==> config.mk <==
export PLATFORM = sky130hd
export DESIGN_NAME = sro_standby_reset
export DESIGN_NICKNAME = d
export VERILOG_FILES = /design/src/rtl/sro_sync.v /design/src/rtl/sro_stab_counter.v /design/src/rtl/sro_standby_reset.v
export VERILOG_INCLUDE_DIRS = /design/src /design/src/rtl
export SDC_FILE = /design/constraint.sdc
export NUM_CORES = 1
export LEC_CHECK = 0
export ABC_AREA = 1
export ABC_CLOCK_PERIOD_IN_PS = 3000
export BUFFER_PORTS_ARGS = -buffer_cell sky130_fd_sc_hd__buf_2
export CORE_UTILIZATION = 55
export DETAILED_ROUTE_END_ITERATION = 7
export MAX_ROUTING_LAYER = met4
export PLACE_DENSITY = 0.89
export RECOVER_POWER = 100
export SLEW_MARGIN = 20
export SYNTH_ARGS = -nofsm -noshare
export SYNTH_HDL_FRONTEND = slang
export SYNTH_SLANG_ARGS = --single-unit
==> constraint.sdc <==
create_clock -name clock -period 3 [get_ports clock]
set_clock_uncertainty 0.05 [all_clocks]
set_input_delay 0.6 -clock clock [delete_from_list [all_inputs] [get_ports clock]]
set_output_delay 0.6 -clock clock [all_outputs]
set_load 0.1 [all_outputs]
==> src/rtl/sro_defs.vh <==
`ifndef SRO_DEFS_VH
`define SRO_DEFS_VH
// ------------------------------------------------------------
// register byte offsets
// ------------------------------------------------------------
`define SRO_OFF_CTRL 12'h000
`define SRO_OFF_SEL 12'h004
`define SRO_OFF_STAT 12'h008
`define SRO_OFF_OPT 12'h00C
`define SRO_OFF_RSTCAUSE 12'h010
`define SRO_OFF_IRQST 12'h014
`define SRO_OFF_IRQMSK 12'h018
// ------------------------------------------------------------
// control register fields
// ------------------------------------------------------------
`define SRO_CTRL_IDLE 0
`define SRO_CTRL_OSCOFF 1
`define SRO_CTRL_CPUSRC_LO 2
`define SRO_CTRL_XTAL_EN 4
// cpu clock source codes
`define SRO_SRC_FAST 2'h0
`define SRO_SRC_SUB 2'h1
`define SRO_SRC_XTAL 2'h2
// ------------------------------------------------------------
// option byte locations and fields, illegal opcode
// ------------------------------------------------------------
`define SRO_OPT_PRI_ADDR 20'h000C0
`define SRO_OPT_ALT_ADDR 20'h010C0
`define SRO_OPT_BYTES 3'h4
`define SRO_WDT_IRQ_BIT 7
`define SRO_RESERVED_OPT 8'hFF
`define SRO_ILLEGAL_OPCODE 8'hFF
// ------------------------------------------------------------
// reset values and timing
// ------------------------------------------------------------
`define SRO_SEL_RESET 3'h7
`define SRO_STAB_BASE_CYC 256
`define SRO_RST_STRETCH 4'hF
`endif

==> src/rtl/sro_sync.v <==
module sro_sync #(
  parameter WIDTH = 1
) (
  input wire clock,
  input wire rst_b,
  input wire [WIDTH-1:0] async_in,
  output reg [WIDTH-1:0] sync_out
);
  reg [WIDTH-1:0] s1_reg;
  reg [WIDTH-1:0] s2_reg;
  reg [WIDTH-1:0] s3_reg;
  genvar i;
  // ------------------------------------------------------------
  // three stages, change taken once stage two and three agree
  // ------------------------------------------------------------
  always @(posedge clock) begin
    if (!rst_b) begin
      s1_reg <= {WIDTH{1'b0}};
      s2_reg <= {WIDTH{1'b0}};
      s3_reg <= {WIDTH{1'b0}};
    end else begin
      s1_reg <= async_in;
      s2_reg <= s1_reg;
      s3_reg <= s2_reg;
    end
  end
  generate
    for (i = 0; i < WIDTH; i = i + 1) begin : g_bit
      always @(posedge clock) begin
        if (!rst_b) begin
          sync_out[i] <= 1'b0;
        end else if (s2_reg[i] == s3_reg[i]) begin
          sync_out[i] <= s3_reg[i];
        end
      end
    end
  endgenerate
endmodule

==> src/rtl/sro_stab_counter.v <==
module sro_stab_counter #(
  parameter BASE = 256
) (
  input wire clock,
  input wire rst_b,
  input wire start,
  input wire [2:0] sel,
  output reg [7:0] progress,
  output reg done
);
  reg [18:0] count_reg;
  reg [18:0] limit;
  reg running_reg;
  integer k;
  // ------------------------------------------------------------
  // limit doubles per select step
  // ------------------------------------------------------------
  always @* begin
    limit = BASE[18:0] << sel;
  end
  always @(posedge clock) begin
    if (!rst_b) begin
      count_reg <= 19'h00000;
      running_reg <= 1'b0;
      done <= 1'b0;
      progress <= 8'h00;
    end else if (start) begin
      count_reg <= 19'h00000;
      running_reg <= 1'b1;
      done <= 1'b0;
      progress <= 8'h00;
    end else if (running_reg) begin
      count_reg <= count_reg + 19'h00001;
      for (k = 0; k < 8; k = k + 1) begin
        if (count_reg + 19'h00001 >= (BASE[18:0] << k)) begin
          progress[k] <= 1'b1;
        end
      end
      if (count_reg + 19'h00001 >= limit) begin
        running_reg <= 1'b0;
        done <= 1'b1;
      end
    end
  end
endmodule

==> src/rtl/sro_standby_reset.v <==
`include "sro_defs.vh"
module sro_standby_reset #(
  parameter STAB_BASE = `SRO_STAB_BASE_CYC
) (
  input wire clock,
  input wire rst_b,
  input wire psel,
  input wire penable,
  input wire pwrite,
  input wire [11:0] paddr,
  input wire [31:0] pwdata,
  output reg [31:0] prdata,
  output reg pready,
  output reg pslverr,
  input wire extResetPin_b,
  input wire powerOnClear,
  input wire supplyDropReset,
  input wire watchdogLoopReset,
  input wire opcodeValid,
  input wire [7:0] opcode,
  input wire wakeEvent,
  input wire bootSwap,
  output reg [19:0] flashAddr,
  output reg flashRead,
  input wire [7:0] flashData,
  input wire flashDataValid,
  output reg systemReset,
  output reg cpuClockEnable,
  output reg mainOscEnable,
  output reg optLoaded,
  output reg [6:0] watchdogConfig,
  output reg watchdogIntervalIrqEnable,
  output reg supplyDropDetectorDefaultOn,
  output reg debugEnable,
  output reg debugEraseOnAuthFail,
  output reg irq
);
  // ------------------------------------------------------------
  // state encodings
  // ------------------------------------------------------------
  localparam [3:0] ST_RUN = 4'h1;
  localparam [3:0] ST_IDLE = 4'h2;
  localparam [3:0] ST_OSCOFF = 4'h4;
  localparam [3:0] ST_WAKE = 4'h8;
  localparam [2:0] LD_IDLE = 3'h1;
  localparam [2:0] LD_REQ = 3'h2;
  localparam [2:0] LD_DONE = 3'h4;
  reg [3:0] pwrState_reg;
  reg [2:0] ldState_reg;
  reg [1:0] byteIdx_reg;
  reg [7:0] optByte0_reg;
  reg [7:0] optByte1_reg;
  reg [7:0] optByte2_reg;
  reg [7:0] optByte3_reg;
  reg [3:0] rstStretch_reg;
  reg [4:0] rstCause_reg;
  reg [1:0] irqStatus_reg;
  reg [1:0] irqMask_reg;
  reg [2:0] stab_time_select_reg;
  reg [1:0] cpuSrc_reg;
  reg xtalEn_reg;
  reg xtalEnPrev_reg;
  reg stabStart;
  wire [7:0] stab_count_status;
  wire stabDone;
  wire [3:0] pinSync;
  wire extReset;
  wire illegalOp;
  wire [4:0] rstSrc;
  wire anyReset;
  wire apbWrite;
  wire apbRead;
  // ------------------------------------------------------------
  // helpers
  // ------------------------------------------------------------
  function hit;
    input [11:0] a;
    input [11:0] off;
    begin
      hit = (a == off);
    end
  endfunction
  // ------------------------------------------------------------
  // input synchronisers and reset sources
  // ------------------------------------------------------------
  sro_sync #(.WIDTH(4)) u_sync (
    .clock(clock),
    .rst_b(rst_b),
    .async_in({~extResetPin_b, powerOnClear, supplyDropReset, wakeEvent}),
    .sync_out(pinSync)
  );
  assign extReset = pinSync[3];
  assign illegalOp = opcodeValid && (opcode == `SRO_ILLEGAL_OPCODE);
  // pin, watchdog, power-on-clear, supply-drop, illegal opcode
  assign rstSrc = {extReset, watchdogLoopReset, pinSync[2], pinSync[1], illegalOp};
  assign anyReset = |rstSrc;
  // ------------------------------------------------------------
  // stabilisation counter
  // ------------------------------------------------------------
  sro_stab_counter #(.BASE(STAB_BASE)) u_stab (
    .clock(clock),
    .rst_b(rst_b),
    .start(stabStart),
    .sel(stab_time_select_reg),
    .progress(stab_count_status),
    .done(stabDone)
  );

  assign apbWrite = psel && penable && pwrite && !systemReset;
  assign apbRead = psel && penable && !pwrite;

  // ------------------------------------------------------------
  // reset stretch and cause capture
  // ------------------------------------------------------------
  always @(posedge clock) begin
    if (!rst_b) begin
      rstStretch_reg <= `SRO_RST_STRETCH;
      systemReset <= 1'b1;
      rstCause_reg <= 5'h00;
    end else if (anyReset) begin
      rstStretch_reg <= `SRO_RST_STRETCH;
      systemReset <= 1'b1;
      rstCause_reg <= rstCause_reg | rstSrc;
    end else begin
      if (rstStretch_reg != 4'h0) begin
        rstStretch_reg <= rstStretch_reg - 4'h1;
      end
      systemReset <= (rstStretch_reg != 4'h0) || (ldState_reg != LD_DONE);
      if (apbRead && !pready && hit(paddr, `SRO_OFF_RSTCAUSE)) begin
        rstCause_reg <= 5'h00;
      end
    end
  end

  // ------------------------------------------------------------
  // option byte loader
  // ------------------------------------------------------------
  always @(posedge clock) begin
    if (!rst_b || anyReset) begin
      ldState_reg <= LD_IDLE;
      byteIdx_reg <= 2'h0;
      flashRead <= 1'b0;
      flashAddr <= 20'h00000;
      optLoaded <= 1'b0;
    end else begin
      case (ldState_reg)
        LD_IDLE: begin
          if (rstStretch_reg == 4'h0) begin
            ldState_reg <= LD_REQ;
            flashRead <= 1'b1;
            flashAddr <= (bootSwap ? `SRO_OPT_ALT_ADDR : `SRO_OPT_PRI_ADDR);
          end
        end
        LD_REQ: begin
          if (flashDataValid) begin
            if (byteIdx_reg == 2'h3) begin
              ldState_reg <= LD_DONE;
              flashRead <= 1'b0;
              optLoaded <= 1'b1;
            end else begin
              byteIdx_reg <= byteIdx_reg + 2'h1;
              flashAddr <= flashAddr + 20'h00001;
            end
          end
        end
        LD_DONE: begin
          ldState_reg <= LD_DONE;
        end
        default: begin
          ldState_reg <= LD_IDLE;
        end
      endcase
    end
  end

  // only loaded here, never written by software
  always @(posedge clock) begin
    if (!rst_b) begin
      optByte0_reg <= 8'hFF;
      optByte1_reg <= 8'hFF;
      optByte2_reg <= `SRO_RESERVED_OPT;
      optByte3_reg <= 8'hFF;
    end else if (ldState_reg == LD_REQ && flashDataValid) begin
      case (byteIdx_reg)
        2'h0: optByte0_reg <= flashData;
        2'h1: optByte1_reg <= flashData;
        2'h2: optByte2_reg <= flashData;
        default: optByte3_reg <= flashData;
      endcase
    end
  end

  always @(posedge clock) begin
    if (!rst_b) begin
      watchdogConfig <= 7'h00;
      watchdogIntervalIrqEnable <= 1'b0;
      supplyDropDetectorDefaultOn <= 1'b0;
      debugEnable <= 1'b0;
      debugEraseOnAuthFail <= 1'b0;
    end else begin
      watchdogConfig <= optByte0_reg[6:0];
      watchdogIntervalIrqEnable <= optByte0_reg[`SRO_WDT_IRQ_BIT];
      supplyDropDetectorDefaultOn <= optByte1_reg[0];
      debugEnable <= optByte3_reg[7];
      debugEraseOnAuthFail <= ~optByte3_reg[0];
    end
  end

  // ------------------------------------------------------------
  // standby state machine
  // ------------------------------------------------------------
  always @(posedge clock) begin
    if (!rst_b || systemReset) begin
      pwrState_reg <= ST_RUN;
      cpuClockEnable <= 1'b0;
      mainOscEnable <= 1'b1;
      stabStart <= 1'b0;
      xtalEnPrev_reg <= 1'b0;
    end else begin
      xtalEnPrev_reg <= xtalEn_reg;
      stabStart <= 1'b0;
      if (xtalEn_reg && !xtalEnPrev_reg && cpuSrc_reg != `SRO_SRC_XTAL) begin
        stabStart <= 1'b1;
      end
      case (pwrState_reg)
        ST_RUN: begin
          cpuClockEnable <= 1'b1;
          mainOscEnable <= 1'b1;
          if (apbWrite && hit(paddr, `SRO_OFF_CTRL) && pwdata[`SRO_CTRL_OSCOFF]) begin
            pwrState_reg <= ST_OSCOFF;
            cpuClockEnable <= 1'b0;
            mainOscEnable <= 1'b0;
          end else if (apbWrite && hit(paddr, `SRO_OFF_CTRL) && pwdata[`SRO_CTRL_IDLE]) begin
            pwrState_reg <= ST_IDLE;
            cpuClockEnable <= 1'b0;
          end
        end
        ST_IDLE: begin
          mainOscEnable <= 1'b1;
          if (pinSync[0]) begin
            pwrState_reg <= ST_RUN;
            cpuClockEnable <= 1'b1;
          end
        end
        ST_OSCOFF: begin
          if (pinSync[0]) begin
            mainOscEnable <= 1'b1;
            stabStart <= 1'b1;
            if (cpuSrc_reg == `SRO_SRC_XTAL) begin
              pwrState_reg <= ST_WAKE;
            end else begin
              pwrState_reg <= ST_RUN;
              cpuClockEnable <= 1'b1;
            end
          end
        end
        ST_WAKE: begin
          if (stabDone && !stabStart) begin
            pwrState_reg <= ST_RUN;
            cpuClockEnable <= 1'b1;
          end
        end
        default: begin
          pwrState_reg <= ST_RUN;
        end
      endcase
    end
  end

  // ------------------------------------------------------------
  // apb registers and interrupt
  // ------------------------------------------------------------
  always @(posedge clock) begin
    if (!rst_b) begin
      stab_time_select_reg <= `SRO_SEL_RESET;
      cpuSrc_reg <= `SRO_SRC_FAST;
      xtalEn_reg <= 1'b0;
      irqMask_reg <= 2'h0;
      irqStatus_reg <= 2'h0;
      prdata <= 32'h00000000;
      pready <= 1'b0;
      pslverr <= 1'b0;
      irq <= 1'b0;
    end else begin
      pready <= psel && penable && !pready;
      pslverr <= 1'b0;
      if (apbWrite && !pready) begin
        if (hit(paddr, `SRO_OFF_SEL)) begin
          stab_time_select_reg <= pwdata[2:0];
        end else if (hit(paddr, `SRO_OFF_CTRL)) begin
          cpuSrc_reg <= pwdata[`SRO_CTRL_CPUSRC_LO+1:`SRO_CTRL_CPUSRC_LO];
          xtalEn_reg <= pwdata[`SRO_CTRL_XTAL_EN];
        end else if (hit(paddr, `SRO_OFF_IRQMSK)) begin
          irqMask_reg <= pwdata[1:0];
        end else if (!hit(paddr, `SRO_OFF_OPT)) begin
          pslverr <= 1'b1;
        end
      end
      if (apbRead && !pready) begin
        case (paddr)
          `SRO_OFF_CTRL: prdata <= {27'h0, xtalEn_reg, cpuSrc_reg, pwrState_reg[1:0]};
          `SRO_OFF_SEL: prdata <= {29'h0, stab_time_select_reg};
          `SRO_OFF_STAT: prdata <= {23'h0, stabDone, stab_count_status};
          `SRO_OFF_OPT: prdata <= {optByte3_reg, optByte2_reg, optByte1_reg, optByte0_reg};
          `SRO_OFF_RSTCAUSE: prdata <= {27'h0, rstCause_reg};
          `SRO_OFF_IRQST: prdata <= {30'h0, irqStatus_reg};
          `SRO_OFF_IRQMSK: prdata <= {30'h0, irqMask_reg};
          default: begin
            prdata <= 32'h00000000;
            pslverr <= 1'b1;
          end
        endcase
      end
      // set beats read-clear; a set mask bit keeps its status bit off irq
      irqStatus_reg <= ((apbRead && !pready && hit(paddr, `SRO_OFF_IRQST)) ? 2'h0 : irqStatus_reg)
        | {(ldState_reg == LD_REQ && flashDataValid && byteIdx_reg == 2'h3), stabStart};
      irq <= |(irqStatus_reg & ~irqMask_reg);
    end
  end
endmodule

==> flow_summary.json <==
{
  "cts.sinks": 178,
  "synth.ff_latch_count": 178,
  "grt_use_total_pct": 27.7,
  "cts_resized": 0,
  "maxSlewViolCount": 0,
  "clk_latency_ns": 0.44,
  "grt_pass1_vias": 6835,
  "first_pass_iters": 7,
  "synth.area.top_cells": "dfxtp_1 46%, nand2_1 12%, inv_1 7.6%",
  "syn2layout_area_growth_pct": 15.7,
  "finalWeightedCongestion": 0.909,
  "drive_above_1_share_pct": 8.60,
  "critPathMaxFanout": 6,
  "die-width_um": 121,
  "leakagePower_nw": 3.93,
  "wirelength_um": 19400,
  "crit_path_max_incr_delay_ns": 0.43,
  "holdBufCountCts": 0,
  "final_antenna_net_count": 0,
  "post-route-drc-count": 0,
  "synth_top_area_cell": "dfxtp_1",
  "start_util_pct": 56.2,
  "peakVddDrop_mv": 0.423,
  "via_count": 7563,
  "largest_reg_flops": 32,
  "yosysSeqAreaShare_pct": 45.7,
  "std_cell_rows": 43,
  "postSynthCellCount": 1085,
  "cp_slowest_cell": "dfxtp_1",
  "relSlewSlack_pct": 0.718,
  "ios": 144,
  "grt.overflow.total": 0,
  "min_period_ns": 2.67,
  "fmax_mhz": 374,
  "ys.flop_type": "dfxtp_1",
  "antenna_found_initial": 0,
  "yosys_warnings": 0,
  "dp_hpwl_um": 13500,
  "critPathArrivalTime_ns": 2.90,
  "seqCellArea_um2": 3560,
  "violations": "max-capacitance violations",
  "setup-violations-final": 0,
  "synthesis.area_um2": 7800,
  "critical_path_buf_inv_count": 0,
  "clkSlewWorstSetupHoldPaths_ns": 0.07,
  "async_flop_share_pct": 0,
  "nets": 1282,
  "cts_buffer_depth": 2,
  "drt-initial-drc-count": 774,
  "pwr_density_cell_nw_per_um2": 564,
  "worstSetupStartpointType": "flip-flop",
  "path_class": "flip-flop to flip-flop",
  "n_antenna_cell": 0,
  "grt_pass1_wl_um": 31000,
  "outcome": "finished with violations",
  "cts_setup_buffers": 0,
  "place.port_buffers": 116,
  "drv_cap": 1,
  "cpMostUsedCell": "nand2_1",
  "tightest_slew_ns": 1.49,
  "tns_ns": 0,
  "core_um2": 13900,
  "syn_avg_cell_area_um2": 7.19,
  "die_area_um2": 14700,
  "synth_edf_count": 0,
  "hold_path.class": "primary input to flip-flop",
  "grt_setup_unrepaired": "no",
  "fill_cells": 1215,
  "grt_max_degree": 84,
  "die_h_um": 121,
  "worstPathRequired_ns": 3.23,
  "worstSetupEndpointType": "flip-flop",
  "final_hold_viol_count": 0,
  "cts_tree": "done",
  "routedWlPerCell_um": 13.9,
  "viasPerCell": 5.44,
  "synthDominantCellAreaShare_pct": 45.7,
  "path_cells": "ha_1 -> nand2_1 -> nor2_2 -> nand3_1 -> xnor2_1 -> ha_1 -> or2_2 -> nand4_1 -> nand2_1 -> nand2_1 -> nand2_1 -> nand2_1 -> nand2_1 -> nand2_1 -> a21oi_1",
  "root_buffer": "clkbuf_16",
  "syn-num-nets": 1171,
  "cts-buffers-inserted": 17,
  "cts_max_level": 4,
  "cp_top_family": "simple AND/OR/NAND/NOR gates",
  "synth_cell_type_count": 39,
  "multi_input_area_um2": 3460,
  "timing.hold.ws_ns": 0.261,
  "finalCritPeriodShare_pct": 89.0
}
## kinds of logic after synthesis
family	synth area share, %
AOI/OAI and AO/OA	14.2
DFF	45.7
adders and majority gates	2.08
xor gates and xnor gates	1.35
and+or+nand+nor	27.3
buffers and inverters	9.39
## stage by stage
stage,instance area (um^2),setup WS (ns),util (%),total power [mW],cells
6_report,9030,0.329,65.1,5.09,1389
5_1_grt,9030,0.109,65.1,5.23,1389
4_1_cts,9190,0.320,66.2,5.12,1389
3_5_place_dp,8550,0.396,61.6,2.80,1357
3_3_place_gp,8550,0.447,61.6,2.79,1357
2_1_floorplan,7800,0.392,-,2.71,1085
## layer usage
metal	part of all wire, %	global-route usage [%]
met5	0	-
met4	3.2	13.1
met3	6.5	5.69
met2	48	44.9
met1	42	33.0
## worst register-to-register path: stages, from the launching register on
cell	delay, ns
dfxtp_1	0.43
ha_1	0.25
nand2_1	0.12
nor2_2	0.22
nand3_1	0.16
xnor2_1	0.24
ha_1	0.28
or2_2	0.30
nand4_1	0.09
nand2_1	0.06
nand2_1	0.05
nand2_1	0.04
nand2_1	0.07
nand2_1	0.06
nand2_1	0.06
a21oi_1	0.05
## cells in the mapped netlist, types with 13 or more instances
cell type,count
a21oi_1,97
nand4_1,23
nor3_1,15
ha_1,13
inv_1,158
o21ai_0,68
o22ai_1,14
dfxtp_1,178
nand2_1,246
nand3_1,77
clkbuf_1,23
nor2_1,81
## report_power, final
part	total [mW]	internal [mW]	switching, mW
clock	2.35	1.29	1.07
sequential	2.41	2.39	0.0147
combinational	0.330	0.0555	0.275
## path summary, 6_finish.rpt
check | startpoint | to | slack [ns] | cells after the start
worst max-delay path | u_stab.count_reg[0]$_SDFFE_PP0P_ | u_stab.done$_SDFFE_PP0P_ | 0.33 | 15
worst min-delay path | extResetPin_b | u_sync.s1_reg[3]$_SDFF_PN0_ | 0.26 | 2
worst max register to register | u_stab.count_reg[0]$_SDFFE_PP0P_ | u_stab.done$_SDFFE_PP0P_ | 0.33 | 15
worst min register to register | u_sync.s1_reg[3]$_SDFF_PN0_ | u_sync.s2_reg[3]$_SDFF_PN0_ | 0.36 | 2
## area by class of cell
cell class	instances	area share, %
repair buffers	123	5.89
clock buffers	17	4.71
flip-flops and latches	178	39.5
well taps	180	2.49
clock inverters	15	2.33
multi-input cells	713	38.3
inverters	163	6.78
## placed cells by master, fill, tap and decap left out, types with 3 or more instances in the layout
cell type    n
buf_4        3
inv_1      160
clkbuf_1    73
nor2_2       5
inv_6        5
xnor2_1      3
clkbuf_16   17
o22ai_1     14
nand3_1     79
dfxtp_1    178
buf_2       45
a21oi_1     97
clkinv_8     4
nor4_1       7
or2_2        5
nand4_1     23
o21ai_0     70
nor3_1      17
ha_1        13
nand2_1    247
a31oi_1      6
nor2_1      85
nand2_2      4
inv_8        3
o211ai_1     6
xor2_1       9
(Power assumes the default switching activity.)
